### src/design/ilo_pkg.sv
// package: register map, field layout and pin carriers for the line block
// ****************************************************************
// ****************************************************************
package ilo_pkg;

   // ****************************************************************
   // register offsets
   // ****************************************************************
   localparam logic [7:0] ILO_OFS_LINE_CTL = 8'h00;
   localparam logic [7:0] ILO_OFS_LINE_STATE = 8'h04;

   // ****************************************************************
   // field positions of bus_line_control
   // ****************************************************************
   localparam int ILO_BIT_BUS_BUSY = 7;
   localparam int ILO_BIT_START_STOP = 6;
   localparam int ILO_BIT_SDA_LEVEL = 5;
   localparam int ILO_BIT_SDA_GUARD = 4;
   localparam int ILO_BIT_SCL_MON = 3;
   localparam int ILO_BIT_RSVD2 = 2;
   localparam int ILO_BIT_CTRL_RST = 1;
   localparam int ILO_BIT_RSVD0 = 0;

   // ****************************************************************
   // reset values and fixed read values
   // ****************************************************************
   localparam logic ILO_RST_SDA_LEVEL = 1'b1;
   localparam logic ILO_RST_CTRL_RST = 1'b0;
   localparam logic ILO_READ_ONE = 1'b1;
   localparam int ILO_SYNC_STAGES = 2;

   // ****************************************************************
   // axi response codes
   // ****************************************************************
   localparam logic [1:0] ILO_RESP_OKAY = 2'h0;
   localparam logic [1:0] ILO_RESP_SLVERR = 2'h2;

   // ****************************************************************
   // pin carriers
   // ****************************************************************
   typedef struct packed {
      logic sda_oe;
      logic sda_o;
      logic scl_oe;
      logic scl_o;
   } ilo_pin_out_t;

   typedef struct packed {
      logic sda_i;
      logic scl_i;
   } ilo_pin_in_t;

endpackage

### src/design/ilo_sync.sv
// two-flop synchroniser, one chain per bit
`timescale 1ns/1ps
module ilo_sync #(
   parameter int WIDTH = 2
) (
   input wire logic aclk,
   input wire logic aresetn,
   input wire logic [WIDTH-1:0] async_in,
   output logic [WIDTH-1:0] sync_out
);
   import ilo_pkg::*;

   // ****************************************************************
   // per bit chains; the first stage feeds only the second
   // ****************************************************************
   genvar gi;
   generate
      for (gi = 0; gi < WIDTH; gi++) begin : g_bit
         logic meta_q;
         logic stable_q;
         always_ff @(posedge aclk) begin
            if (!aresetn) begin
               meta_q <= 1'b1;
               stable_q <= 1'b1;
            end else begin
               meta_q <= async_in[gi];
               stable_q <= meta_q;
            end
         end
         assign sync_out[gi] = stable_q;
      end
   endgenerate

endmodule

### src/design/ilo_line_ctl.sv
// line override and control-part reset register with axi4-lite slave
//
// Design decisions made here: the AXI4-Lite interface to the registers and the register offsets.
`timescale 1ns/1ps
module ilo_line_ctl (
   input wire logic aclk,
   input wire logic aresetn,
   input wire logic [7:0] s_axi_awaddr,
   input wire logic [2:0] s_axi_awprot,
   input wire logic s_axi_awvalid,
   output logic s_axi_awready,
   input wire logic [31:0] s_axi_wdata,
   input wire logic [3:0] s_axi_wstrb,
   input wire logic s_axi_wvalid,
   output logic s_axi_wready,
   output logic [1:0] s_axi_bresp,
   output logic s_axi_bvalid,
   input wire logic s_axi_bready,
   input wire logic [7:0] s_axi_araddr,
   input wire logic [2:0] s_axi_arprot,
   input wire logic s_axi_arvalid,
   output logic s_axi_arready,
   output logic [31:0] s_axi_rdata,
   output logic [1:0] s_axi_rresp,
   output logic s_axi_rvalid,
   input wire logic s_axi_rready,
   input wire ilo_pkg::ilo_pin_in_t pin_in,
   output ilo_pkg::ilo_pin_out_t pin_out,
   input wire logic xfer_sda_low,
   input wire logic xfer_scl_low,
   input wire logic bus_busy,
   output logic ctrl_reset,
   output logic sda_line_sync,
   output logic scl_line_sync
);
   import ilo_pkg::*;

   // ****************************************************************
   // register state
   // ****************************************************************
   logic sda_level_ctl_q;
   logic sda_level_ctl_d;
   logic ctrl_part_reset_q;
   logic ctrl_part_reset_d;

   // ****************************************************************
   // axi write path state
   // ****************************************************************
   logic aw_hold_q;
   logic w_hold_q;
   logic [7:0] awaddr_q;
   logic [31:0] wdata_q;
   logic [3:0] wstrb_q;
   logic bvalid_q;
   logic [1:0] bresp_q;

   // ****************************************************************
   // axi read path state
   // ****************************************************************
   logic rvalid_q;
   logic [31:0] rdata_q;
   logic [1:0] rresp_q;

   // ****************************************************************
   // line synchronisers
   // ****************************************************************
   logic [1:0] line_sync;

   ilo_sync #(
      .WIDTH(ILO_SYNC_STAGES)
   ) u_sync (
      .aclk(aclk),
      .aresetn(aresetn),
      .async_in({pin_in.sda_i, pin_in.scl_i}),
      .sync_out(line_sync)
   );

   assign sda_line_sync = line_sync[1];
   assign scl_line_sync = line_sync[0];

   // ****************************************************************
   // pin drive
   // ****************************************************************
   wire xfer_active_sda = xfer_sda_low & ~ctrl_part_reset_q;
   wire xfer_active_scl = xfer_scl_low & ~ctrl_part_reset_q;
   wire sda_drive = ~sda_level_ctl_q | xfer_active_sda;
   wire scl_drive = xfer_active_scl;
   wire sda_out_level = ~sda_drive;
   wire scl_out_level = ~scl_drive;

   assign pin_out.sda_oe = sda_drive;
   assign pin_out.sda_o = 1'b0;
   assign pin_out.scl_oe = scl_drive;
   assign pin_out.scl_o = 1'b0;

   // control logic outside sees a level reset while the bit is 1
   assign ctrl_reset = ctrl_part_reset_q;

   // ****************************************************************
   // write decode
   // ****************************************************************
   wire aw_hs = s_axi_awvalid & s_axi_awready;
   wire w_hs = s_axi_wvalid & s_axi_wready;
   wire aw_have = aw_hold_q | aw_hs;
   wire w_have = w_hold_q | w_hs;
   wire do_write = aw_have & w_have & ~bvalid_q;
   wire [7:0] wr_addr = aw_hold_q ? awaddr_q : s_axi_awaddr;
   wire [31:0] wr_data = w_hold_q ? wdata_q : s_axi_wdata;
   wire [3:0] wr_strb = w_hold_q ? wstrb_q : s_axi_wstrb;
   wire wr_hit_ctl = wr_addr[7:2] == ILO_OFS_LINE_CTL[7:2];
   wire wr_hit_state = wr_addr[7:2] == ILO_OFS_LINE_STATE[7:2];
   wire wr_mapped = wr_hit_ctl | wr_hit_state;
   wire ctl_we = do_write & wr_hit_ctl & wr_strb[0];
   wire guard_open = ~wr_data[ILO_BIT_SDA_GUARD];
   wire level_we = ctl_we & guard_open;

   assign s_axi_awready = ~aw_hold_q & ~bvalid_q;
   assign s_axi_wready = ~w_hold_q & ~bvalid_q;
   assign s_axi_bvalid = bvalid_q;
   assign s_axi_bresp = bresp_q;

   // ****************************************************************
   // register next values
   // ****************************************************************
   assign sda_level_ctl_d = level_we ? wr_data[ILO_BIT_SDA_LEVEL]
                                     : sda_level_ctl_q;
   assign ctrl_part_reset_d = ctl_we ? wr_data[ILO_BIT_CTRL_RST]
                                     : ctrl_part_reset_q;

   always_ff @(posedge aclk) begin
      if (!aresetn) begin
         sda_level_ctl_q <= ILO_RST_SDA_LEVEL;
         ctrl_part_reset_q <= ILO_RST_CTRL_RST;
      end else begin
         sda_level_ctl_q <= sda_level_ctl_d;
         ctrl_part_reset_q <= ctrl_part_reset_d;
      end
   end

   // ****************************************************************
   // write channel holding and response
   // ****************************************************************
   always_ff @(posedge aclk) begin
      if (!aresetn) begin
         aw_hold_q <= 1'b0;
         awaddr_q <= 8'h00;
      end else if (do_write) begin
         aw_hold_q <= 1'b0;
      end else if (aw_hs) begin
         aw_hold_q <= 1'b1;
         awaddr_q <= s_axi_awaddr;
      end
   end

   always_ff @(posedge aclk) begin
      if (!aresetn) begin
         w_hold_q <= 1'b0;
         wdata_q <= 32'h0000_0000;
         wstrb_q <= 4'h0;
      end else if (do_write) begin
         w_hold_q <= 1'b0;
      end else if (w_hs) begin
         w_hold_q <= 1'b1;
         wdata_q <= s_axi_wdata;
         wstrb_q <= s_axi_wstrb;
      end
   end

   always_ff @(posedge aclk) begin
      if (!aresetn) begin
         bvalid_q <= 1'b0;
         bresp_q <= ILO_RESP_OKAY;
      end else if (do_write) begin
         bvalid_q <= 1'b1;
         bresp_q <= wr_mapped ? ILO_RESP_OKAY : ILO_RESP_SLVERR;
      end else if (s_axi_bready) begin
         bvalid_q <= 1'b0;
      end
   end

   // ****************************************************************
   // read decode
   // ****************************************************************
   wire ar_hs = s_axi_arvalid & s_axi_arready;
   wire rd_hit_ctl = s_axi_araddr[7:2] == ILO_OFS_LINE_CTL[7:2];
   wire rd_hit_state = s_axi_araddr[7:2] == ILO_OFS_LINE_STATE[7:2];
   wire [7:0] ctl_view = {bus_busy,
                          ILO_READ_ONE,
                          sda_out_level,
                          ILO_READ_ONE,
                          scl_out_level,
                          ILO_READ_ONE,
                          ctrl_part_reset_q,
                          ILO_READ_ONE};
   wire [7:0] state_view = {6'h00, sda_line_sync, scl_line_sync};
   wire [31:0] rd_value = rd_hit_ctl ? {24'h00_0000, ctl_view} :
                          rd_hit_state ? {24'h00_0000, state_view} :
                          32'h0000_0000;
   wire [1:0] rd_resp = (rd_hit_ctl | rd_hit_state) ? ILO_RESP_OKAY
                                                    : ILO_RESP_SLVERR;

   assign s_axi_arready = ~rvalid_q;
   assign s_axi_rvalid = rvalid_q;
   assign s_axi_rdata = rdata_q;
   assign s_axi_rresp = rresp_q;

   always_ff @(posedge aclk) begin
      if (!aresetn) begin
         rvalid_q <= 1'b0;
         rdata_q <= 32'h0000_0000;
         rresp_q <= ILO_RESP_OKAY;
      end else if (ar_hs) begin
         rvalid_q <= 1'b1;
         rdata_q <= rd_value;
         rresp_q <= rd_resp;
      end else if (s_axi_rready) begin
         rvalid_q <= 1'b0;
      end
   end
endmodule

### config.mk
export PLATFORM = sky130hd
export DESIGN_NAME = ilo_line_ctl
export DESIGN_NICKNAME = d
export VERILOG_FILES = /design/src/design/ilo_pkg.sv /design/src/design/ilo_sync.sv /design/src/design/ilo_line_ctl.sv
export SDC_FILE = /design/constraint.sdc
export NUM_CORES = 1
export LEC_CHECK = 0
export BUFFER_PORTS_ARGS = -buffer_cell sky130_fd_sc_hd__buf_2
export CAP_MARGIN = 15
export CORE_ASPECT_RATIO = 0.6
export CORE_MARGIN = 2
export CORE_UTILIZATION = 30
export CTS_BUF_LIST = sky130_fd_sc_hd__clkbuf_4 sky130_fd_sc_hd__clkbuf_8
export CTS_CLUSTER_DIAMETER = 30
export DETAILED_ROUTE_END_ITERATION = 7
export PLACE_DENSITY = 0.75
export SLEW_MARGIN = 20
export SYNTH_ARGS = -nofsm -noshare
export SYNTH_HDL_FRONTEND = slang
export SYNTH_SLANG_ARGS = --single-unit
export TNS_END_PERCENT = 20
### constraint.sdc
create_clock -name aclk -period 1.5 [get_ports aclk]
set_clock_uncertainty 0.2 [all_clocks]
set_input_delay 0.3 -clock aclk [delete_from_list [all_inputs] [get_ports aclk]]
set_output_delay 0.3 -clock aclk [all_outputs]
set_load 0.1 [all_outputs]
==> results.md <==
* Outcome: finished, violations left
* Failing checks: setup timing
* Maximum vdd ir drop at 506 uV
* Seq/Total Area, Yosys at about two fifths
* Row count at 19
* Antenna cells at 0
* Post-route ant nets at 0
* CP delay by family, top: simple AND/OR/NAND/NOR gates
* Final Setup Violations at 7
* Nature of the critical path startpoint: register
* Post-synth cell types at 30
* # DRC at 0
* Fin. max-slew vios at 0
* Clock root cell: clkbuf_8
* Power per Cell Area at between 900 and 1000 nW/um^2
* Htree depth at 1
* Vias at roughly 1,200
* Buf/Inv on CP at 1
* Global-route wire length before repair at roughly 5300 um
* Die Y at 57.2 um
* Critical path fanouts, max at 5
* Share of layout cells above drive strength 1 at between 40% and 50%
* WL final at 3330 um
* Synth warn at 0
* Clk sinks at 28
* Final worst path period share at 111%
* Layout fillers at about 440
* WP data required at between 1.5 and 2 ns
* Max Cap Violations at 0
* DR vias/cell at between 4 and 5
* Total GRT Usage at 12.6%
* Design area at between 2000 and 2500 um^2
* 1st-pass router iterations at 4
* Clock latency on the worst-skew pair at about 0.27 ns
* PnR worst setup slack at -0.162 ns
* HP Class: primary input to register
* Critical path's slowest cell: or4_4
* Reg2reg setup slack at -0.16 ns
* CTS Buf Count at 3
* Die area at approximately 5300 um^2
* Clk pin slew, worst setup/hold paths at about 0.09 ns
* Initial core utilization at between 30 and 40%
* GPL Wtd Cong at 0.750
* Grt ovf at 0
* Power, Total at about 2.2 mW
* Hold Vio Cnt, Final at 0
* Pleak at 1.00 nW
* CTS tree: yes
* Post-Synthesis Cell Area at between 1000 and 1500 um^2
* Num ports at between 100 and 150
* Synthesized area per cell at 8.96 um^2
* Placed cell area at 2020 um^2
* Layout area overhead at 56.8%
* Setup repair after global routing missed its margin: true
* Commonest cells after routing, fill and taps aside: 28 x conb_1, 27 x buf_2, 22 x dfxtp_1, 20 x nor2_1, 20 x buf_12
* FMAX at between 0.6 and 0.7 GHz
* Vias in the first global route at between 1,000 and 1,500
* Crit path arrival time at 1.67 ns
* Yosys reg bits at 28
* Min cycle time layout at around 1.7 ns
* Initial DRC Count at 45
* Die width at about 93 um
* CP endpoint kind: register
* Initial antenna violation count at 0
* Syn Inst Count at 158
* Crit Path Class: register to register
* IO buf count at 47
* Post-route core utilization at about half
* Largest net degree at the start of global routing at 16
* Crit-path cells: buf_6 > mux2i_1 > o211ai_1 > or4_4 > a21oi_2
* # nets final at 290
* Clock Tree Buf Depth at 2
* DR WL/cell at ~12 um
* Post-DP HPWL at between 2000 and 3000 um
* Core Area at 4560 um^2
* Leading cell type in the layout, fill and taps excluded: conb_1
* Max incr delay on CP at roughly 0.50 ns
## cell families (layout without fill, tap and decap cells)
family	Yosys count	count (layout)	share of synthesized area [%]
AOI/OAI and AO/OA	19	19	8.58
buffers and inverters	43	77	20.5
DFF	28	28	39.6
muxes	14	14	9.99
other	1	28	0.265
and+or+nand+nor	53	53	21.0
## layer usage
layer,wire [um],vias up,track usage [%]
met5,0,-,0
met4,59,0,3.15
met3,215,6,3.96
met2,1660,33,21.7
met1,1400,532,15.6
li1,-,595,-
## synthesized netlist by cell type
library cell | number | share of area, %
conb_1 | 1 | 0.26
nand2b_1 | 9 | 4.0
nand3_1 | 2 | 0.71
nor4_1 | 2 | 0.88
a22oi_1 | 2 | 1.1
nor3_1 | 2 | 0.71
o221ai_1 | 1 | 0.62
buf_2 | 1 | 0.35
nand3b_1 | 2 | 1.1
clkbuf_1 | 3 | 0.80
dfxtp_1 | 28 | 40
inv_1 | 6 | 1.6
buf_6 | 1 | 0.80
mux2i_1 | 13 | 9.2
nor2b_1 | 2 | 0.88
o21ai_0 | 1 | 0.35
a211oi_1 | 3 | 1.6
buf_4 | 32 | 17
o211ai_1 | 1 | 0.53
nor3b_2 | 1 | 0.88
nand2_1 | 7 | 1.9
nor4_4 | 1 | 1.5
mux2_2 | 1 | 0.80
a21oi_1 | 8 | 2.8
nor4b_4 | 1 | 1.7
a32oi_1 | 1 | 0.62
nor2_1 | 22 | 5.8
or4_1 | 2 | 1.1
o31ai_1 | 1 | 0.53
o22ai_1 | 1 | 0.44
## repair_timing
action                                  4_1_cts  5_1_grt
gates resized for setup                      11       15
setup buffers                                 4        1
hold buffers                                  0        1
pin swaps                                     6        3
gates cloned                                  0        0
endpoints found under the setup margin       20       21
endpoints found under the hold margin         0        1
## stage by stage
step	setup TNS, ns	std cells	hold WS [ns]	setup WS (ns)
final	-0.496	282	0.00532	-0.162
after global routing	-1.38	282	0.0176	-0.231
after CTS	-1.29	280	0.000593	-0.158
after detailed placement	-3.19	272	0.194	-0.344
after global placement	-2.37	272	0.192	-0.285
after floorplan	-1.70	185	0.173	-0.158
## area by class of cell
| cell class | count | area [um^2] | area share, % |
|---|---|---|---|
| Clock buffer | 4 | 48.8 | 2.20 |
| Inverter | 6 | 28.8 | 1.30 |
| Multi-Input combinational cell | 114 | 778 | 35.1 |
| Sequential cell | 28 | 581 | 26.2 |
| Tap cell | 63 | 78.8 | 3.55 |
| Timing Repair Buffer | 67 | 703 | 31.7 |
## state kept, by name, summed over array words and instances (netlist names), 2 cells and up
| name | flops |
|---|---|
| awaddr_q | 6 |
| s_axi_rdata | 6 |
| u_sync.g_bit.meta_q | 2 |
| u_sync.g_bit.stable_q | 2 |
| wdata_q | 3 |
## path summary, 6_finish.rpt
| path | from | endpoint | cells past startpoint |
|---|---|---|---|
| worst max-delay path | aw_hold_q | ctrl_reset | 5 |
| worst min-delay path | pin_in[1] | u_sync.g_bit[1].meta_q | 2 |
| worst max register to register | aw_hold_q | ctrl_reset | 5 |
| worst min register to register | u_sync.g_bit[0].meta_q | u_sync.g_bit[0].stable_q | 1 |
## power breakdown
group          total, mW  internal (mW)  leakage [nW]  switching [mW]
Combinational      0.934          0.268         0.745           0.665
Clock              0.427          0.208        0.0262           0.219
Sequential         0.817          0.777         0.233          0.0405
Power figures use the tool's default switching activity.
